**src/pkg/ifec_consts.vh**
```
/*
  Constants for the interrupt flag and enable slice: register byte offsets,
  field positions, implemented-bit masks, reset values and the priority field.
  Assumes it is included by its bare name from the design files.
*/
`ifndef IFEC_CONSTS_VH
`define IFEC_CONSTS_VH

// ----------------------------------------------------------------------------
// Register byte offsets on the bus
// ----------------------------------------------------------------------------
`define IFEC_OFS_CTL_TWO    8'h00
`define IFEC_OFS_FLAGS_ZERO 8'h04
`define IFEC_OFS_FLAGS_ONE  8'h08
`define IFEC_OFS_FLAGS_FOUR 8'h0c
`define IFEC_OFS_EN_ZERO    8'h10
`define IFEC_OFS_PRIO_BASE  8'h40
`define IFEC_PRIO_SEL_HI    2'h1

// ----------------------------------------------------------------------------
// Control register two fields
// ----------------------------------------------------------------------------
`define IFEC_CTL_ALT_VEC    15
`define IFEC_CTL_HOLD_INSTR 14
`define IFEC_CTL_EXT2_POL   2
`define IFEC_CTL_EXT1_POL   1
`define IFEC_CTL_EXT0_POL   0
`define IFEC_CTL_WR_MASK    16'h8007

// ----------------------------------------------------------------------------
// Flag and enable positions for the external pins
// ----------------------------------------------------------------------------
`define IFEC_F0_EXT_ZERO    0
`define IFEC_F1_EXT_ONE     4
`define IFEC_F1_EXT_TWO     13

// ----------------------------------------------------------------------------
// Implemented-bit masks
// ----------------------------------------------------------------------------
`define IFEC_F0_MASK        16'h3fef
`define IFEC_F1_MASK        16'h20db
`define IFEC_F4_MASK        16'h0002
`define IFEC_EN0_MASK       16'h3fef

// ----------------------------------------------------------------------------
// Reset values
// ----------------------------------------------------------------------------
`define IFEC_RST_REG16      16'h0000
`define IFEC_RST_PRIO       3'h4
`define IFEC_PRIO_OFF       3'h0

`endif

```
**src/hw/ifec_top.v**
```verilog
/*
  Interrupt flag and enable slice with a classic Wishbone slave. It holds the
  second control register, three flag registers, the first enable register
  and one priority word per source of the first flag register, and presents
  the highest-priority pending enabled request to the core.
  Assumes all inputs are synchronous to clk_i, peripheral request inputs are
  one-cycle pulses (a held level simply keeps its flag set), and the core
  drives the interrupt-disable status as a level.
*/
// The Wishbone register port and the placing of the registers were chosen for this implementation.
`timescale 1ns/1ns
`include "ifec_consts.vh"

module ifec_top #(
  parameter ADR_W = 8
) (
  input  wire              clk_i,
  input  wire              rst_i,
  input  wire              wb_cyc_i,
  input  wire              wb_stb_i,
  input  wire              wb_we_i,
  input  wire [ADR_W-1:0]  wb_adr_i,
  input  wire [3:0]        wb_sel_i,
  input  wire [31:0]       wb_dat_i,
  output reg  [31:0]       wb_dat_o,
  output reg               wb_ack_o,
  input  wire [15:0]       flags_zero_req_i,
  input  wire [15:0]       flags_one_req_i,
  input  wire [15:0]       flags_four_req_i,
  input  wire [2:0]        ext_pin_i,
  input  wire              irq_hold_instr_active_i,
  output reg               alt_vector_select_o,
  output reg               irq_req_o,
  output reg  [2:0]        irq_level_o,
  output reg  [3:0]        irq_src_o
);

  // --------------------------------------------------------------------------
  // State
  // --------------------------------------------------------------------------
  reg  [15:0] interrupt_flags_zero;
  reg  [15:0] interrupt_flags_one;
  reg  [15:0] interrupt_flags_four;
  reg  [15:0] interrupt_enables_zero;
  reg  [2:0]  ext_edge_polarity;
  reg         irq_hold_instr_active;
  reg  [2:0]  prio [0:15];
  reg  [2:0]  pin_prev;
  reg         pin_primed;

  reg  [15:0] next_flags_zero;
  reg  [15:0] next_flags_one;
  reg  [15:0] next_flags_four;
  reg  [15:0] next_enables_zero;
  reg  [31:0] next_rdata;
  reg  [2:0]  next_level;
  reg  [3:0]  next_src;

  wire [15:0] ctl_two_rd;
  wire [15:0] wmask;
  wire [15:0] pending;
  wire [2:0]  pin_rise;
  wire [2:0]  pin_fall;
  wire [2:0]  pin_edge;
  wire [15:0] set_zero;
  wire [15:0] set_one;
  wire [15:0] set_four;
  wire        wr_commit;
  wire        hit_prio;
  wire [3:0]  prio_idx;
  wire [7:0]  byte_adr;

  integer i;
  integer j;

  // --------------------------------------------------------------------------
  // Bus decode
  // --------------------------------------------------------------------------

  // A write lands on the edge at which the master samples ack high, so the
  // register changes exactly once per transfer even if the master is slow.
  assign wr_commit = wb_cyc_i & wb_stb_i & wb_we_i & wb_ack_o;
  assign byte_adr  = wb_adr_i[7:0];
  assign hit_prio  = (byte_adr[7:6] == `IFEC_PRIO_SEL_HI);
  assign prio_idx  = byte_adr[5:2];

  // Only the low two byte lanes carry register data.
  assign wmask = {{8{wb_sel_i[1]}}, {8{wb_sel_i[0]}}};

  // Status bit 14 follows the core; bits 13 to 3 are tied low.
  assign ctl_two_rd = {alt_vector_select_o,
                       irq_hold_instr_active,
                       11'h000,
                       ext_edge_polarity};

  // --------------------------------------------------------------------------
  // External pin edge detection
  // --------------------------------------------------------------------------

  // The first cycle after reset only loads the previous-level flops, so a pin
  // that is already high at reset does not fake a rising edge.
  assign pin_rise = ext_pin_i & ~pin_prev & {3{pin_primed}};
  assign pin_fall = ~ext_pin_i & pin_prev & {3{pin_primed}};
  assign pin_edge[0] = ext_edge_polarity[`IFEC_CTL_EXT0_POL] ?
                       pin_fall[0] : pin_rise[0];
  assign pin_edge[1] = ext_edge_polarity[`IFEC_CTL_EXT1_POL] ?
                       pin_fall[1] : pin_rise[1];
  assign pin_edge[2] = ext_edge_polarity[`IFEC_CTL_EXT2_POL] ?
                       pin_fall[2] : pin_rise[2];

  always @(posedge clk_i) begin
    if (rst_i) begin
      pin_prev   <= 3'h0;
      pin_primed <= 1'b0;
    end else begin
      pin_prev   <= ext_pin_i;
      pin_primed <= 1'b1;
    end
  end

  // --------------------------------------------------------------------------
  // Set terms for the flags
  // --------------------------------------------------------------------------

  // Peripheral requests land on their documented bit; the pin bits are fed
  // from the edge detector instead of the request inputs.
  assign set_zero = (flags_zero_req_i & `IFEC_F0_MASK &
                     ~(16'h0001 << `IFEC_F0_EXT_ZERO)) |
                    ({15'h0000, pin_edge[0]} << `IFEC_F0_EXT_ZERO);
  assign set_one  = (flags_one_req_i & `IFEC_F1_MASK &
                     ~(16'h0001 << `IFEC_F1_EXT_ONE) &
                     ~(16'h0001 << `IFEC_F1_EXT_TWO)) |
                    ({15'h0000, pin_edge[1]} << `IFEC_F1_EXT_ONE) |
                    ({15'h0000, pin_edge[2]} << `IFEC_F1_EXT_TWO);
  assign set_four = flags_four_req_i & `IFEC_F4_MASK;

  // --------------------------------------------------------------------------
  // Next values of the flag and enable registers
  // --------------------------------------------------------------------------

  // A software write replaces the addressed lanes, then the set terms are
  // ORed in, so a request arriving during a clearing write is never lost.
  always @* begin
    next_flags_zero   = interrupt_flags_zero;
    next_flags_one    = interrupt_flags_one;
    next_flags_four   = interrupt_flags_four;
    next_enables_zero = interrupt_enables_zero;
    if (wr_commit && byte_adr == `IFEC_OFS_FLAGS_ZERO) begin
      next_flags_zero = (interrupt_flags_zero & ~wmask) | (wb_dat_i[15:0] & wmask);
    end
    if (wr_commit && byte_adr == `IFEC_OFS_FLAGS_ONE) begin
      next_flags_one = (interrupt_flags_one & ~wmask) | (wb_dat_i[15:0] & wmask);
    end
    if (wr_commit && byte_adr == `IFEC_OFS_FLAGS_FOUR) begin
      next_flags_four = (interrupt_flags_four & ~wmask) | (wb_dat_i[15:0] & wmask);
    end
    if (wr_commit && byte_adr == `IFEC_OFS_EN_ZERO) begin
      next_enables_zero = (interrupt_enables_zero & ~wmask) |
                          (wb_dat_i[15:0] & wmask);
    end
    // Unimplemented positions never hold a one.
    next_flags_zero   = (next_flags_zero | set_zero) & `IFEC_F0_MASK;
    next_flags_one    = (next_flags_one  | set_one)  & `IFEC_F1_MASK;
    next_flags_four   = (next_flags_four | set_four) & `IFEC_F4_MASK;
    next_enables_zero = next_enables_zero & `IFEC_EN0_MASK;
  end

  // --------------------------------------------------------------------------
  // Register file
  // --------------------------------------------------------------------------
  always @(posedge clk_i) begin
    if (rst_i) begin
      interrupt_flags_zero   <= `IFEC_RST_REG16;
      interrupt_flags_one    <= `IFEC_RST_REG16;
      interrupt_flags_four   <= `IFEC_RST_REG16;
      interrupt_enables_zero <= `IFEC_RST_REG16;
      ext_edge_polarity      <= 3'h0;
      alt_vector_select_o    <= 1'b0;
      irq_hold_instr_active  <= 1'b0;
    end else begin
      interrupt_flags_zero   <= next_flags_zero;
      interrupt_flags_one    <= next_flags_one;
      interrupt_flags_four   <= next_flags_four;
      interrupt_enables_zero <= next_enables_zero;
      irq_hold_instr_active  <= irq_hold_instr_active_i;
      if (wr_commit && byte_adr == `IFEC_OFS_CTL_TWO && wb_sel_i[1]) begin
        alt_vector_select_o <= wb_dat_i[`IFEC_CTL_ALT_VEC];
      end
      if (wr_commit && byte_adr == `IFEC_OFS_CTL_TWO && wb_sel_i[0]) begin
        ext_edge_polarity <= wb_dat_i[2:0];
      end
    end
  end

  // Priority words, one per source of the first flag register.
  always @(posedge clk_i) begin
    if (rst_i) begin
      for (i = 0; i < 16; i = i + 1) begin
        prio[i] <= `IFEC_RST_PRIO;
      end
    end else if (wr_commit && hit_prio && wb_sel_i[0]) begin
      prio[prio_idx] <= wb_dat_i[2:0];
    end
  end

  // --------------------------------------------------------------------------
  // Read mux
  // --------------------------------------------------------------------------

  // Unmapped addresses answer with zero so software sees a defined value.
  always @* begin
    next_rdata = 32'h0000_0000;
    if (hit_prio) begin
      next_rdata = {29'h0000_0000, prio[prio_idx]};
    end else begin
      case (byte_adr)
        `IFEC_OFS_CTL_TWO: begin
          next_rdata = {16'h0000, ctl_two_rd};
        end
        `IFEC_OFS_FLAGS_ZERO: begin
          next_rdata = {16'h0000, interrupt_flags_zero};
        end
        `IFEC_OFS_FLAGS_ONE: begin
          next_rdata = {16'h0000, interrupt_flags_one};
        end
        `IFEC_OFS_FLAGS_FOUR: begin
          next_rdata = {16'h0000, interrupt_flags_four};
        end
        `IFEC_OFS_EN_ZERO: begin
          next_rdata = {16'h0000, interrupt_enables_zero};
        end
        default: begin
          next_rdata = 32'h0000_0000;
        end
      endcase
    end
  end

  // --------------------------------------------------------------------------
  // Wishbone answer
  // --------------------------------------------------------------------------

  // Ack follows the request by one cycle and drops the cycle after, which
  // keeps a held request from being acknowledged in two cycles in a row.
  always @(posedge clk_i) begin
    if (rst_i) begin
      wb_ack_o <= 1'b0;
      wb_dat_o <= 32'h0000_0000;
    end else begin
      wb_ack_o <= wb_cyc_i & wb_stb_i & ~wb_ack_o;
      if (wb_cyc_i && wb_stb_i && !wb_ack_o && !wb_we_i) begin
        wb_dat_o <= next_rdata;
      end
    end
  end

  // --------------------------------------------------------------------------
  // Request arbitration
  // --------------------------------------------------------------------------

  // Only the first flag register has enables in this slice, so only its
  // sources can reach the core.
  assign pending = interrupt_flags_zero & interrupt_enables_zero;

  // Highest level wins; on a tie the lower source index wins. A level of
  // zero never wins, which disables the source outright.
  always @* begin
    next_level = `IFEC_PRIO_OFF;
    next_src   = 4'h0;
    // A loop index of its own, so no variable is shared with a clocked process.
    for (j = 0; j < 16; j = j + 1) begin
      if (pending[j] && prio[j] > next_level) begin
        next_level = prio[j];
        next_src   = j[3:0];
      end
    end
  end

  // Outputs are registered, so the core sees a new flag one cycle after it
  // is latched; the trade is a cycle of latency for a clean timing path.
  always @(posedge clk_i) begin
    if (rst_i) begin
      irq_req_o   <= 1'b0;
      irq_level_o <= `IFEC_PRIO_OFF;
      irq_src_o   <= 4'h0;
    end else begin
      irq_req_o   <= (next_level != `IFEC_PRIO_OFF);
      irq_level_o <= next_level;
      irq_src_o   <= next_src;
    end
  end

endmodule

```
**config.mk**
```make
export PLATFORM = sky130hd
export DESIGN_NAME = ifec_top
export DESIGN_NICKNAME = d
export VERILOG_FILES = /design/src/hw/ifec_top.v
export VERILOG_INCLUDE_DIRS = /design/src /design/src/pkg
export SDC_FILE = /design/constraint.sdc
export NUM_CORES = 1
export LEC_CHECK = 0
export ABC_AREA = 1
export BUFFER_PORTS_ARGS = -buffer_cell sky130_fd_sc_hd__buf_2
export CORE_MARGIN = 2
export CORE_UTILIZATION = 50
export CTS_BUF_LIST = sky130_fd_sc_hd__clkbuf_16
export DETAILED_ROUTE_END_ITERATION = 8
export HOLD_SLACK_MARGIN = 0.06
export PLACE_DENSITY = 0.8
export SLEW_MARGIN = 10
export SYNTH_ARGS = -nofsm -noshare
export SYNTH_HDL_FRONTEND = slang
export SYNTH_SLANG_ARGS = --single-unit
```
**constraint.sdc**
```tcl
create_clock -name clk_i -period 22.7 [get_ports clk_i]
set_input_delay 4.54 -clock clk_i [delete_from_list [all_inputs] [get_ports clk_i]]
set_output_delay 4.54 -clock clk_i [all_outputs]
set_load 0.01 [all_outputs]
```
==> run_results.csv <==
group,metric,value,unit
setup_path,crit_path_end_kind,"register",
floorplanning,rows,42,
run_status,status,"complete, no violations",
clocking,cts_tree,"yes",
routing,top_layer,"met4",
setup_path,path_max_fanout,10,
pwr,power_frac_clock,51.1,%
place,hpwlAfterDp,12900,µm
routing,drcViolationCount,0,
routing,drt_iter0_drc,631,
routing,wirelength,18100,µm
place,dpl.cell_count,1140,
pwr,p_switching,0.127,mW
timing,max_freq,0.0701,GHz
global_route,grt_pass1_wl,28700,µm
floorplanning,dieWidth,121,µm
routing,antenna_left,0,
setup_path,critPathArrivalTime,14.57,ns
timing,fin_skew,0.00975,ns
floorplanning,io_pins,143,
pwr,p_comb_share,6.4,%
timing,finalHoldViolCount,0,
pwr,peakVddDrop,0.0000529,V
global_route,grt_pass1_vias,5948,
global_route,grt_max_degree,60,
timing,maxSlewViolCount,0,
timing,rsz0062_at_grt,"false",
routing,met1_length,7640,µm
clocking,ctsHtreeMaxLevel,4,
global_route,grt_overflow,0,
routing,wl_met3,1360,µm
place,io_buffers,77,
synth,syn_area,0.00680,mm²
global_route,grt_usage,25.3,%
floorplanning,core,0.0132,mm²
setup_path,cp-start-kind,"register",
setup_path,cpPeakStageDelay,0.36,ns
timing,relSlewSlack,43.0,%
timing,whs,0.461,ns
synth,synth_warnings,0,
routing,via_per_inst,5.43,
place,place.gp.congestion,0.894,
setup_path,critPathRequiredTime,23.01,ns
routing,wl_met2,8650,µm
global_route,antenna_found_initial,0,
place,place_area,0.00729,mm²
clocking,cts-buffers-inserted,17,
final_layout,stdcell_count,1172,
clocking,path_clk_slew,0.06,ns
setup_path,slowest_stage,"dfxtp_1",
pwr,p_leak,3.78,nW
setup_path,crit_top_cell,"o21ai_0",
clocking,cts.sinks,116,
final_layout,final_common_cell,"nand2_1",
floorplanning,die_h,121,µm
clocking,root_buffer,"clkbuf_16",
routing,wl_per_cell,15.4,µm
final_layout,nets,1101,
final_layout,n_fill_cell,1173,
final_layout,layout_common_cells,"169 x nand2_1, 150 x inv_1, 101 x nor2_1",
worst_hold_path,min_path_type,"register to register",
job,maxCapViolCount,0,
synth,avgSynthCellArea,7.50,µm²
final_layout,antenna_cells,0,
pwr,powerDensity,67.2,mW/mm²
floorplanning,die-area,0.0145,mm²
clocking,cts_hold_buf,0,
setup_path,worst-setup-path-type,"register to register",
synth,seq_area_frac_synth,41.2,%
clocking,post_cts_buffers,0,
final_layout,post-route-cell-area,0.00790,mm²
clocking,clk_latency,0.43,ns
timing,setup_viol,0,
clocking,cts_buffer_depth,2,
pwr,swShare,23.9,%
final_layout,syn2layout_area_growth,16.3,%
timing,fin_tns_setup,0,ns
pwr,internal_power,0.405,mW
pwr,total_power,0.531,mW
routing,first_pass_iters,6,
final_layout,drive_above_1_share,18.9,%
synth,ys_types,44,
floorplanning,start_util,51.3,%
timing,post-route-period-util,62.8,%
synth,ys_seq_elements,116,
pwr,p_seq_share,42.5,%
routing,vias,6366,
clocking,ctsResizeCount,0,
synth,syn_inst,906,
timing,tightestPinTransition,0.854,ns
timing,min_period,14.26,ns
[routing by layer]
| layer | global-route usage (%) | vias to the layer above |
|---|---|---|
| met2 | 41.7 | 264 |
| li1 | - | 3084 |
| met4 | 9.30 | 0 |
| met1 | 32.1 | 2986 |
| met5 | 0 | - |
| met3 | 6.37 | 32 |
[area by class of cell]
type	count	area (µm²)	area share, %
repair buffers	81	415	5.26
well taps	176	220	2.79
clock buffers	22	551	6.97
multi-input cells	604	3240	41.0
inverters	163	613	7.76
flip-flops and latches	116	2800	35.5
clock inverters	10	63.8	0.807
[worst paths after layout]
| check | from | endpoint | slack [ns] | cells after the start |
|---|---|---|---|---|
| worst min-delay path | wb_dat_o[12] | wb_dat_o[12] | 0.46 | 2 |
| worst max register to register | register | irq_req_o | 8.44 | 85 |
| worst min register to register | wb_dat_o[12] | wb_dat_o[12] | 0.46 | 2 |
| worst max-delay path | register | irq_req_o | 8.44 | 85 |
[worst max-delay path: cells and delay by family (launching register included)]
| family | cells | cell delay (ns) |
|---|---|---|
| buf+inv | 7 | 0.48 |
| simple gates | 46 | 5.23 |
| compound gates | 20 | 4.52 |
| flops | 1 | 0.36 |
| fa+ha+maj | 12 | 3.53 |
[synthesized netlist by cell type]
cell       instances  share of area (%)
o221ai_1           6               0.77
or2_2              5               0.46
o31ai_1            6               0.66
a21oi_1           45                3.3
a31oi_2            1               0.18
a211oi_4           3               0.88
o21ai_1            2               0.15
a211o_1            1               0.13
o21ai_0           66                4.9
inv_1            148                8.2
o2111a_1           1               0.17
clkbuf_1          22                1.2
dfxtp_1           68                 20
conb_1             1              0.055
nand4_1            4               0.37
ha_1              17                3.1
nand3_4            2               0.52
edfxtp_1          48                 21
nand3_2           16                2.4
nand3_1           53                3.9
a21oi_2            2               0.26
o32ai_1            2               0.26
inv_2             11               0.61
a21boi_0           2               0.22
clkinv_2           1              0.074
o211ai_2           2               0.37
o2111ai_1          1               0.13
o31ai_2            1               0.18
o311ai_0           1               0.13
nand2_1          169                9.3
nand4_2            1               0.18
clkinv_1           3               0.17
o211ai_1           3               0.33
a31oi_1            2               0.18
and2_1             1              0.092
a22o_1             7               0.90
buf_4             16                1.8
a22oi_1           10                1.1
nor3_1             8               0.59
o22ai_1           13                1.2
nand2_4            8                1.3
nor2_1           101                5.6
nand2_2           24                2.2
a221oi_1           2               0.26
[kinds of logic after synthesis]
group                    count (synthesis)  share of synthesized area, %
AO/OA/AOI/OAI                          179                          16.6
adder cells (fa/ha/maj)                 17                          3.13
buffers and inverters                  201                          12.0
flip-flops                             116                          41.2
other                                    1                        0.0552
AND/OR/NAND/NOR                        392                          26.9
[through the flow]
stage / worst slack (ns) / utilization, %
2_1_floorplan: 10.24 / -
3_3_place_gp: 8.99 / 55.0
3_5_place_dp: 8.76 / 55.0
4_1_cts: 8.51 / 59.7
5_1_grt: 7.08 / 59.7
6_report: 8.44 / 59.7
[power groups by stage]
stage | registers, mW | clock network [mW] | logic (mW)
2_1_floorplan | 0.229 | 0 | 0.0236
3_3_place_gp | 0.230 | 0 | 0.0324
3_5_place_dp | 0.230 | 0 | 0.0331
4_1_cts | 0.226 | 0.271 | 0.0337
5_1_grt | 0.226 | 0.280 | 0.0376
6_report | 0.226 | 0.271 | 0.0342
No activity file was read; power rests on OpenSTA's default activity.
